[config.mk]
export PLATFORM = sky130hd
export DESIGN_NAME = emw_writer
export DESIGN_NICKNAME = d
export VERILOG_FILES = /design/src/emw_pkg.sv /design/src/emw_writer.sv /design/src/emw_apb_regs.sv /design/src/emw_pos_decode.sv
export SDC_FILE = /design/constraint.sdc
export NUM_CORES = 2
export LEC_CHECK = 0
export ABC_AREA = 0
export ABC_CLOCK_PERIOD_IN_PS = 3100
export BUFFER_PORTS_ARGS = -buffer_cell sky130_fd_sc_hd__clkbuf_2
export CORE_MARGIN = 2
export CORE_UTILIZATION = 35
export DETAILED_ROUTE_END_ITERATION = 6
export PLACE_DENSITY = 0.47
export SLEW_MARGIN = 40
export SYNTH_ARGS = -nofsm -noshare
export SYNTH_HDL_FRONTEND = slang
export SYNTH_SLANG_ARGS = --single-unit
export TNS_END_PERCENT = 1
[constraint.sdc]
create_clock -name ref_clk -period 3.1 [get_ports ref_clk]
set_input_delay 0.155 -clock ref_clk [delete_from_list [all_inputs] [get_ports ref_clk]]
set_output_delay 0.155 -clock ref_clk [all_outputs]
set_load 0.02 [all_outputs]
[src/emw_pkg.sv]
// Package of constants and types for the extension module register writer.
package emw_pkg;

  // Position encoding of extension modules.
  localparam logic [7:0]  RIGHT_POS_FIRST   = 8'h00;
  localparam logic [7:0]  RIGHT_POS_LAST    = 8'h07;
  localparam logic [7:0]  LEFT_POS_BASE     = 8'h64;
  localparam logic [7:0]  LEFT_POS_LAST     = 8'h6B;
  localparam int          MODULES_PER_SIDE  = 8;

  // Register count limits.
  localparam logic [6:0]  COUNT_MIN         = 7'h01;
  localparam logic [6:0]  COUNT_MAX         = 7'h40;

  // Fault codes.
  localparam logic [15:0] FAULT_NONE        = 16'h0000;
  localparam logic [15:0] FAULT_POSITION    = 16'h0001;
  localparam logic [15:0] FAULT_COUNT       = 16'h0002;
  localparam logic [15:0] FAULT_WRITE       = 16'h0003;
  localparam logic [15:0] FAULT_SOURCE      = 16'h0004;

  // APB register byte addresses.
  localparam logic [11:0] REG_CTRL          = 12'h000;
  localparam logic [11:0] REG_POSITION      = 12'h004;
  localparam logic [11:0] REG_FIRST_TARGET  = 12'h008;
  localparam logic [11:0] REG_COUNT         = 12'h00C;
  localparam logic [11:0] REG_SOURCE_REF    = 12'h010;
  localparam logic [11:0] REG_STATUS        = 12'h014;
  localparam logic [11:0] REG_FAULT         = 12'h018;
  localparam logic [11:0] REG_IRQ_STATUS    = 12'h01C;
  localparam logic [11:0] REG_IRQ_ENABLE    = 12'h020;
  localparam logic [11:0] REG_IRQ_CLEAR     = 12'h024;
  localparam logic [11:0] REG_DATA_BASE     = 12'h100;

  // Reset value and interrupt bit positions.
  localparam logic [31:0] RST_WORD          = 32'h0000_0000;
  localparam logic [1:0]  IRQ_DONE_BIT      = 2'h0;
  localparam logic [1:0]  IRQ_ERR_BIT       = 2'h1;

  // Parameters latched on the start edge.
  typedef struct packed {
    logic [7:0]  position;
    logic [15:0] first_target;
    logic [6:0]  count;
    logic [5:0]  source_ref;
  } emw_req_t;

  // One write to an extension module.
  typedef struct packed {
    logic        left_side;
    logic [2:0]  slot;
    logic [15:0] target;
    logic [15:0] data;
  } emw_wr_t;

endpackage

[src/emw_writer.sv]
// Extension module register writer: sequencer, handshake flags and APB front end.
//
// What this block does
// RULE1 - Done rises after all values written.
// RULE2 - Done holds until start falls.
// RULE3 - Start edge raises busy and active together.
// RULE4 - Normal run: done next period, busy drops.
// RULE5 - Error on write fail or illegal inputs.
// RULE6 - Fault code appears with the error flag.
// RULE7 - Start falling clears error and fault code.
// RULE8 - Right positions zero to seven accepted.
// RULE9 - Left positions are one hundred plus slot.
// RULE10 - Out of range position aborts with error.
// RULE11 - Consecutive source elements to consecutive registers.
// RULE12 - Right numbering counts special modules only.
// RULE13 - Eight modules per side at most.
// RULE14 - Requester gives count one to sixty-four.
// RULE15 - Requester gives first target register index.
// RULE16 - Parameters latched on start edge.
// RULE17 - Start edges ignored while busy.
`timescale 1ns/1ps
module emw_writer
  import emw_pkg::*;
#(
  parameter int DEPTH = 64
) (
  // Clock and reset
  input  wire logic        ref_clk,
  input  wire logic        rst,
  // APB slave
  input  wire logic        psel,
  input  wire logic        penable,
  input  wire logic        pwrite,
  input  wire logic [11:0] paddr,
  input  wire logic [31:0] pwdata,
  output logic      [31:0] prdata,
  output logic             pready,
  output logic             pslverr,
  // Extension module write port
  output logic             mod_wr_valid,
  output emw_wr_t          mod_wr,
  input  wire logic        mod_wr_ack,
  input  wire logic        mod_wr_fail,
  // Handshake flags
  output logic             done_r,
  output logic             busy_r,
  output logic             active_r,
  output logic             error_r,
  output logic      [15:0] fault_code_r,
  output logic             irq
);

  typedef enum {ST_IDLE, ST_ISSUE, ST_WAIT, ST_HOLD} emw_state_t;

  emw_state_t  state_r;
  logic        start_r;
  emw_req_t    req_in;
  emw_req_t    req_r;
  logic        start_d_r;
  logic        start_rise;
  logic        ack_s1_r;
  logic        ack_s2_r;
  logic        fail_s1_r;
  logic        fail_s2_r;
  logic [6:0]  left_r;
  logic [5:0]  idx_r;
  logic [15:0] tgt_r;
  logic [15:0] src_data;
  logic        pos_ok;
  logic        pos_left;
  logic [2:0]  pos_slot;
  logic        ev_done;
  logic        ev_err;
  logic [6:0]  acked_r;

  emw_apb_regs #(.DEPTH(DEPTH)) u_regs (
    .ref_clk  (ref_clk),
    .rst      (rst),
    .psel     (psel),
    .penable  (penable),
    .pwrite   (pwrite),
    .paddr    (paddr),
    .pwdata   (pwdata),
    .prdata   (prdata),
    .pready   (pready),
    .pslverr  (pslverr),
    .start_r  (start_r),
    .req_r    (req_in),
    .src_idx  (idx_r),
    .src_data (src_data),
    .status   ({error_r, done_r, active_r, busy_r}),
    .fault    (fault_code_r),
    .ev_done  (ev_done),
    .ev_err   (ev_err),
    .irq      (irq)
  );

  // Right-side numbering of special modules only is the caller's encoding; slots map 1:1.
  emw_pos_decode u_pos (
    .position  (req_in.position), // RULE12
    .valid     (pos_ok),
    .left_side (pos_left),
    .slot      (pos_slot)
  );

  // Acknowledge comes from the module bus, outside this clock.
  // Fail travels beside it through the same two stages, so both stay aligned.
  always_ff @(posedge ref_clk) begin
    if (rst) begin
      ack_s1_r  <= 1'b0;
      ack_s2_r  <= 1'b0;
      fail_s1_r <= 1'b0;
      fail_s2_r <= 1'b0;
    end else begin
      ack_s1_r  <= mod_wr_ack;
      ack_s2_r  <= ack_s1_r;
      fail_s1_r <= mod_wr_fail;
      fail_s2_r <= fail_s1_r;
    end
  end

  // Counts the writes of the current run answered without fail.
  // The done check compares it with the latched count, so a lost write shows up.
  always_ff @(posedge ref_clk) begin
    if (rst || state_r == ST_IDLE) begin
      acked_r <= 7'h00;
    end else if (state_r == ST_WAIT && ack_s2_r && !fail_s2_r) begin
      acked_r <= acked_r + 7'h01;
    end
  end

  always_ff @(posedge ref_clk) begin
    if (rst) begin
      start_d_r <= 1'b0;
    end else begin
      start_d_r <= start_r;
    end
  end

  // Only a fresh edge in idle starts a run; held start after done does not restart.
  assign start_rise = start_r && !start_d_r && state_r == ST_IDLE; // RULE17

  // Events for the interrupt status; each is a one-cycle pulse.
  assign ev_done = (state_r == ST_WAIT) && ack_s2_r && !fail_s2_r && left_r == 7'h01;
  assign ev_err  = (start_rise && (!pos_ok || req_in.count < COUNT_MIN
                                   || req_in.count > COUNT_MAX
                                   || 7'(req_in.source_ref) + req_in.count > 7'(DEPTH)))
                   || (state_r == ST_WAIT && ack_s2_r && fail_s2_r);

  always_ff @(posedge ref_clk) begin
    if (rst) begin
      state_r      <= ST_IDLE;
      req_r        <= '0;
      left_r       <= 7'h00;
      idx_r        <= 6'h00;
      tgt_r        <= 16'h0000;
      done_r       <= 1'b0;
      busy_r       <= 1'b0;
      active_r     <= 1'b0;
      error_r      <= 1'b0;
      fault_code_r <= FAULT_NONE;
      mod_wr_valid <= 1'b0;
      mod_wr       <= '0;
    end else begin
      case (state_r)
        ST_IDLE: begin
          if (start_rise) begin
            req_r <= req_in; // RULE16
            if (!pos_ok) begin
              error_r      <= 1'b1; // RULE10
              fault_code_r <= FAULT_POSITION; // RULE6
              state_r      <= ST_HOLD;
            end else if (req_in.count < COUNT_MIN || req_in.count > COUNT_MAX) begin
              error_r      <= 1'b1; // RULE5
              fault_code_r <= FAULT_COUNT;
              state_r      <= ST_HOLD;
            end else if (7'(req_in.source_ref) + req_in.count > 7'(DEPTH)) begin
              error_r      <= 1'b1;
              fault_code_r <= FAULT_SOURCE;
              state_r      <= ST_HOLD;
            end else begin
              busy_r   <= 1'b1; // RULE3
              active_r <= 1'b1;
              left_r   <= req_in.count;
              idx_r    <= req_in.source_ref;
              tgt_r    <= req_in.first_target; // RULE15
              mod_wr.left_side <= pos_left; // RULE13
              mod_wr.slot      <= pos_slot;
              state_r  <= ST_ISSUE;
            end
          end
        end
        ST_ISSUE: begin
          // The synchronised acknowledge of the previous write lingers for three cycles after it is taken.
          // Issuing before it has fallen would pair the new write with the old answer.
          if (!ack_s2_r) begin
            mod_wr_valid  <= 1'b1;
            mod_wr.target <= tgt_r;
            mod_wr.data   <= src_data; // RULE11
            state_r       <= ST_WAIT;
          end
        end
        ST_WAIT: begin
          if (ack_s2_r) begin
            mod_wr_valid <= 1'b0;
            if (fail_s2_r) begin
              busy_r       <= 1'b0; // RULE5
              active_r     <= 1'b0;
              error_r      <= 1'b1;
              fault_code_r <= FAULT_WRITE; // RULE6
              state_r      <= ST_HOLD;
            end else if (left_r == 7'h01) begin
              busy_r   <= 1'b0; // RULE4
              active_r <= 1'b0;
              done_r   <= 1'b1; // RULE1
              state_r  <= ST_HOLD;
            end else begin
              left_r  <= left_r - 7'h01;
              idx_r   <= idx_r + 6'h01; // RULE11
              tgt_r   <= tgt_r + 16'h0001;
              state_r <= ST_ISSUE;
            end
          end
        end
        ST_HOLD: begin
          // Flags stay up until start falls, so a slow program never misses the outcome.
          if (!start_r) begin
            done_r       <= 1'b0; // RULE2
            error_r      <= 1'b0; // RULE7
            fault_code_r <= FAULT_NONE;
            state_r      <= ST_IDLE;
          end
        end
        default: state_r <= ST_IDLE;
      endcase
    end
  end
endmodule // emw_writer

[src/emw_apb_regs.sv]
// APB slave holding the request parameters, source array and interrupt registers.
`timescale 1ns/1ps
module emw_apb_regs
  import emw_pkg::*;
#(
  parameter int DEPTH = 64
) (
  // Clock and reset
  input  wire logic        ref_clk,
  input  wire logic        rst,
  // APB
  input  wire logic        psel,
  input  wire logic        penable,
  input  wire logic        pwrite,
  input  wire logic [11:0] paddr,
  input  wire logic [31:0] pwdata,
  output logic      [31:0] prdata,
  output logic             pready,
  output logic             pslverr,
  // Block side
  output logic             start_r,
  output emw_req_t         req_r,
  input  wire logic [5:0]  src_idx,
  output logic      [15:0] src_data,
  input  wire logic [3:0]  status,
  input  wire logic [15:0] fault,
  input  wire logic        ev_done,
  input  wire logic        ev_err,
  output logic             irq
);

  logic [15:0] mem_r [DEPTH];
  logic [1:0]  irq_st_r;
  logic [1:0]  irq_en_r;
  logic        wr_en;
  logic        rd_en;
  logic        is_data;
  logic [1:0]  clr;

  assign wr_en   = psel && penable && pwrite;
  assign rd_en   = psel && penable && !pwrite;
  assign is_data = paddr >= REG_DATA_BASE && paddr < REG_DATA_BASE + 12'(DEPTH * 4);
  assign src_data = mem_r[src_idx];
  assign clr = (wr_en && paddr == REG_IRQ_CLEAR) ? pwdata[1:0] : 2'h0;

  always_ff @(posedge ref_clk) begin
    if (rst) begin
      start_r  <= 1'b0;
      req_r    <= '0;
      irq_en_r <= 2'h0;
    end else if (wr_en) begin
      case (paddr)
        REG_CTRL:         start_r <= pwdata[0];
        REG_POSITION:     req_r.position <= pwdata[7:0];
        REG_FIRST_TARGET: req_r.first_target <= pwdata[15:0];
        REG_COUNT:        req_r.count <= pwdata[6:0];
        REG_SOURCE_REF:   req_r.source_ref <= pwdata[5:0];
        REG_IRQ_ENABLE:   irq_en_r <= pwdata[1:0];
        default: ;
      endcase
    end
  end

  always_ff @(posedge ref_clk) begin
    if (wr_en && is_data) begin
      mem_r[paddr[7:2]] <= pwdata[15:0];
    end
  end

  // Set wins over a simultaneous clear so that no event is lost.
  always_ff @(posedge ref_clk) begin
    if (rst) begin
      irq_st_r <= 2'h0;
      irq      <= 1'b0;
    end else begin
      irq_st_r <= (irq_st_r & ~clr) | {ev_err, ev_done};
      irq      <= |(((irq_st_r & ~clr) | {ev_err, ev_done}) & irq_en_r);
    end
  end

  always_ff @(posedge ref_clk) begin
    if (rst) begin
      prdata  <= RST_WORD;
      pready  <= 1'b0;
      pslverr <= 1'b0;
    end else begin
      pready  <= psel && !penable;
      pslverr <= 1'b0;
      if (psel && !penable) begin
        prdata <= RST_WORD;
        if (pwrite ? (paddr == REG_STATUS || paddr == REG_FAULT || paddr == REG_IRQ_STATUS)
                   : paddr == REG_IRQ_CLEAR) begin
          pslverr <= 1'b1;
        end
        if (!pwrite) begin
          case (paddr)
            REG_CTRL:         prdata <= {31'h0, start_r};
            REG_POSITION:     prdata <= {24'h0, req_r.position};
            REG_FIRST_TARGET: prdata <= {16'h0, req_r.first_target};
            REG_COUNT:        prdata <= {25'h0, req_r.count};
            REG_SOURCE_REF:   prdata <= {26'h0, req_r.source_ref};
            REG_STATUS:       prdata <= {28'h0, status};
            REG_FAULT:        prdata <= {16'h0, fault};
            REG_IRQ_STATUS:   prdata <= {30'h0, irq_st_r};
            REG_IRQ_ENABLE:   prdata <= {30'h0, irq_en_r};
            default: begin
              if (is_data) begin
                prdata <= {16'h0, mem_r[paddr[7:2]]};
              end else begin
                pslverr <= 1'b1;
              end
            end
          endcase
        end else if (!is_data && paddr > REG_IRQ_CLEAR) begin
          pslverr <= 1'b1;
        end
      end
    end
  end

  // rd_en is kept for symmetry with wr_en; the read answer is prepared in setup.
  logic unused_rd;
  assign unused_rd = rd_en;

endmodule // emw_apb_regs

[src/emw_pos_decode.sv]
// Decoder of a module position into side and slot.
`timescale 1ns/1ps
module emw_pos_decode
  import emw_pkg::*;
(
  // Position in
  input  wire logic [7:0] position,
  // Decoded
  output logic            valid,
  output logic            left_side,
  output logic [2:0]      slot
);

  always_comb begin
    valid     = 1'b0;
    left_side = 1'b0;
    slot      = 3'h0;
    if (position <= RIGHT_POS_LAST) begin // RULE8
      valid = 1'b1;
      slot  = position[2:0];
    end else if (position >= LEFT_POS_BASE && position <= LEFT_POS_LAST) begin // RULE9
      valid     = 1'b1;
      left_side = 1'b1;
      slot      = 3'(position - LEFT_POS_BASE);
    end
  end

endmodule // emw_pos_decode

==> reports/summary.log <==
qor: run_status.status complete, no violations
qor: floorplan.die-height 397.1 µm
qor: critical_path.worst-r2r-cell-count 7
qor: logic_synthesis.synth_area 54070 µm²
qor: logic_synthesis.yosys.cell_count.top_type sky130_fd_sc_hd__edfxtp_1
qor: floorplan.chipWidth 397.1 µm
qor: layout.final_nets 3662
qor: logic_synthesis.synth_ff_type sky130_fd_sc_hd__edfxtp_1
qor: cts.clock_buffer_depth 3
qor: critical_path.cp_slowest_cell sky130_fd_sc_hd__mux4_2
qor: floorplan.fp-row-count 144
qor: grt.track_usage 0.2573
qor: sta.final-hold-violation-count 0
qor: cts.ctsRootBufferMaster sky130_fd_sc_hd__clkbuf_16
qor: sta.setup_ws 0.1292 ns
qor: floorplan.num_io_pins 143
qor: cts.cts_tree done
qor: hold_path.min_path_type in2reg
qor: sta.timing.final.crit_share 0.9583
qor: logic_synthesis.yosysTopAreaCell sky130_fd_sc_hd__edfxtp_1
qor: critical_path.crit_path_end_kind register
qor: cts.worst_setup_hold_path_clk_slew 0.06 ns
qor: drt.post_drt_via_cell_ratio 6.037
qor: sta.clock_skew 0.04158 ns
qor: sta.setup_viol 0
qor: layout.area_growth_syn_to_layout 18.62%
qor: placed_design.place_worst_setup_slack -0.2057 ns
qor: critical_path.path_cells buf_12, buf_12, mux4_2, mux4_2, o21ai_1, buf_4, a311oi_1
qor: sta.rsz0062_at_grt false
qor: critical_path.worst_r2r_startpoint idx_r[0]$_SDFFE_PP0P_
qor: grt.grt_overflow 0
qor: drt.num_vias 34.75k
qor: drt.remaining_drc_errors 0
qor: critical_path.crit_arrival 3.59 ns
qor: grt.first_global_vias 35.15k
qor: grt.grt_pass1_wl 281800 µm
qor: placed_design.place.gp.congestion 0.9215
qor: logic_synthesis.synth_seq_area_share 0.6205
qor: floorplan.initial_utilization 0.3518
qor: floorplan.design.die.area 157600 µm²
qor: critical_path.worst_r2r_endpoint mod_wr[10]$_SDFFE_PP0P_
qor: placed_design.place.detailed.hpwl 136900 µm
qor: logic_synthesis.synth_cell_types 81
qor: drt.detailedRoute.firstIterationViolations 4141
qor: sta.maxSlewHeadroom 0.3882
qor: critical_path.largest_fanout_of_any_net_on_the_critical_path 35
qor: logic_synthesis.number_of_flip_flops_and_latches_in_the_synthesized_netlist 1164
qor: pwr.static-leakage-power 0.02048 µW
qor: sta.finalWorstPathRequiredPeriod 2.971 ns
qor: pwr.power.ir.vdd_worst 0.4758 mV
qor: logic_synthesis.yosysWarnings 0
qor: logic_synthesis.async_reset_ff_frac 0
qor: run.timing.max_cap.violations 0
qor: cts.clock_sinks 1164
qor: layout.drive_above_1_share 0.3370
qor: critical_path.startpoint idx_r[0]$_SDFFE_PP0P_
qor: placed_design.placement.io_buffers 97
qor: logic_synthesis.synth_top_cells_by_area sky130_fd_sc_hd__edfxtp_1 57%, sky130_fd_sc_hd__mux4_2 20%, sky130_fd_sc_hd__dfxtp_1 5.2%
qor: drt.drt_first_pass_iters 6
qor: pwr.power_density 539.2 nW/µm²
qor: critical_path.crit_path_capture mod_wr[10]$_SDFFE_PP0P_
qor: critical_path.crit_path_max_incr_delay 0.61 ns
qor: cts.cts_bufs_inserted 134
qor: layout.utilization 0.4173
qor: critical_path.crit_type reg2reg
qor: sta.worst_tran_pin_value 0.9144 ns
qor: critical_path.worst-r2r-setup-slack 0.13 ns
qor: floorplan.placeableCoreArea 153700 µm²
qor: logic_synthesis.count_of_flip_flops_with_a_built_in_enable_after_synthesis 1024
qor: grt.grt_start_max_net_pins 66
qor: pwr.total_power_consumption_of_the_routed_design 34590 µW
qor: drt.wirelength 204100 µm
qor: logic_synthesis.syn_avg_cell_area 16.85 µm²
qor: grt.initial_antenna_violation_count 7
qor: logic_synthesis.synth_commonest_cells 1024 x sky130_fd_sc_hd__edfxtp_1, 477 x sky130_fd_sc_hd__mux4_2, 199 x sky130_fd_sc_hd__mux2i_1, 189 x sky130_fd_sc_hd__nand2_1, 159 x sky130_fd_sc_hd__nor2_1
qor: logic_synthesis.syn-instance-count 3208
qor: logic_synthesis.synth_top_area_frac 0.5687
qor: critical_path.start_kind register
qor: critical_path.worst_ep_required_time 3.71 ns
qor: drt.ant_nets 0
qor: sta.report.final.slew_viol_count 0
qor: drt.routed_wire_length_per_instance 35.45 µm
qor: cts.number_of_h_tree_levels 4
qor: cts.worst_skew_pair.late_latency 0.77 ns
qor: sta.fmax 0.3366 GHz
[layout make-up]
cell class | count | area, µm²
well taps | 2044 | 2557
clock buffers | 173 | 3595
clock inverters | 69 | 721.9
multi-input cells | 1782 | 19320
inverters | 16 | 65.06
fillers | 13760 | 89550
diodes | 6 | 15.01
flip-flops and latches | 1164 | 33560
repair buffers | 502 | 4307
[per-layer routing]
layer / part of all wire / vias to the layer above / GRT usage / wire length [µm]
li1: - / 14110 / - / -
met1: 0.40 / 18550 / 0.3396 / 82140
met2: 0.47 / 1725 / 0.4108 / 95980
met3: 0.084 / 354 / 0.05971 / 17090
met4: 0.043 / 4 / 0.1033 / 8821
met5: 0.00012 / - / 0 / 24
[critical path: cells and delay by family, from the launching register on]
family          cells  cell delay [ns]
compound gates      2             0.45
buf+inv             3             0.64
flops               1             0.53
mux                 2             1.16
[state kept, by name (all words and copies together), names as in the netlist, 2 cells and up]
register	cells
fault_code_r	3
idx_r	6
left_r	7
mod_wr	36
state_r	2
tgt_r	16
u_regs.irq_en_r	2
u_regs.irq_st_r	2
u_regs.mem_r	1024
u_regs.prdata	16
u_regs.req_r	37
[cells by family after synthesis]
logic type	share of synthesized area
compound gates	0.06447
xor+xnor	0.0004860
fa+ha+maj	0.002684
buf+inv	0.02837
flops	0.6205
mux	0.2370
other cells	0.00006935
simple gates	0.04642
[cells in the final DEF (no fill, tap or decap), types with 15 or more instances in the layout]
cell                            count
sky130_fd_sc_hd__clkbuf_2          83
sky130_fd_sc_hd__o221ai_1          31
sky130_fd_sc_hd__nor2_1            94
sky130_fd_sc_hd__dlygate4sd3_1     15
sky130_fd_sc_hd__conb_1            29
sky130_fd_sc_hd__mux4_2           477
sky130_fd_sc_hd__nand3_1           36
sky130_fd_sc_hd__o21ai_0           35
sky130_fd_sc_hd__buf_12            55
sky130_fd_sc_hd__clkbuf_1          34
sky130_fd_sc_hd__buf_4            335
sky130_fd_sc_hd__o22ai_1           68
sky130_fd_sc_hd__a22o_1            25
sky130_fd_sc_hd__a22oi_1           78
sky130_fd_sc_hd__clkinv_2          16
sky130_fd_sc_hd__dfxtp_1          137
sky130_fd_sc_hd__a21oi_1          145
sky130_fd_sc_hd__a211oi_1          33
sky130_fd_sc_hd__clkbuf_16        138
sky130_fd_sc_hd__nand2b_1          23
sky130_fd_sc_hd__edfxtp_1        1024
sky130_fd_sc_hd__a221oi_1          24
sky130_fd_sc_hd__mux2i_1          199
sky130_fd_sc_hd__nor3_1            43
sky130_fd_sc_hd__clkinv_1          32
sky130_fd_sc_hd__nor2_2            64
sky130_fd_sc_hd__nor2b_1           18
sky130_fd_sc_hd__nand2_1          189
[worst min-delay path by stage]
stage | start | to | slack, ns | cells past startpoint
after floorplan | pwdata[0] | u_regs.mem_r[0][0]$_DFFE_PP_ | 0.25 | 0
after global placement | mod_wr_fail | fail_s1_r$_SDFF_PP0_ | 0.38 | 2
after detailed placement | mod_wr_fail | fail_s1_r$_SDFF_PP0_ | 0.38 | 2
after CTS | penable | u_regs.irq_st_r[1]$_SDFF_PP0_ | 0.005 | 5
after global routing | pwdata[14] | u_regs.mem_r[28][14]$_DFFE_PP_ | 0.02 | 2
final | pwdata[12] | u_regs.mem_r[16][12]$_DFFE_PP_ | 0.02 | 2
[metrics by stage]
step	TNS (ns)	cells	area [µm²]	hold slack, ns
floorplan	0	3236	54180	0.2539
global placement	-0.3448	5490	59570	0.3830
detailed placement	-0.3710	5490	59600	0.3820
CTS	0	5747	64070	0.005007
global route	0	5751	64130	0.01768
finish	0	5756	64140	0.02476
[what timing repair did]
item,in CTS,in global routing
setup endpoints to repair,1,4
buffers inserted,0,3
hold endpoints to repair,123,0
hold buffers,15,0
gates resized for setup,1,0
[where the power goes]
| part | total [µW] | switching, µW | internal [µW] |
|---|---|---|---|
| combinational | 1840 | 1190 | 649 |
| sequential | 17000 | 4.68 | 17000 |
| clock | 15700 | 6620 | 9090 |
| total | 34600 | 7820 | 26800 |
No activity file was read; power rests on OpenSTA's default activity.
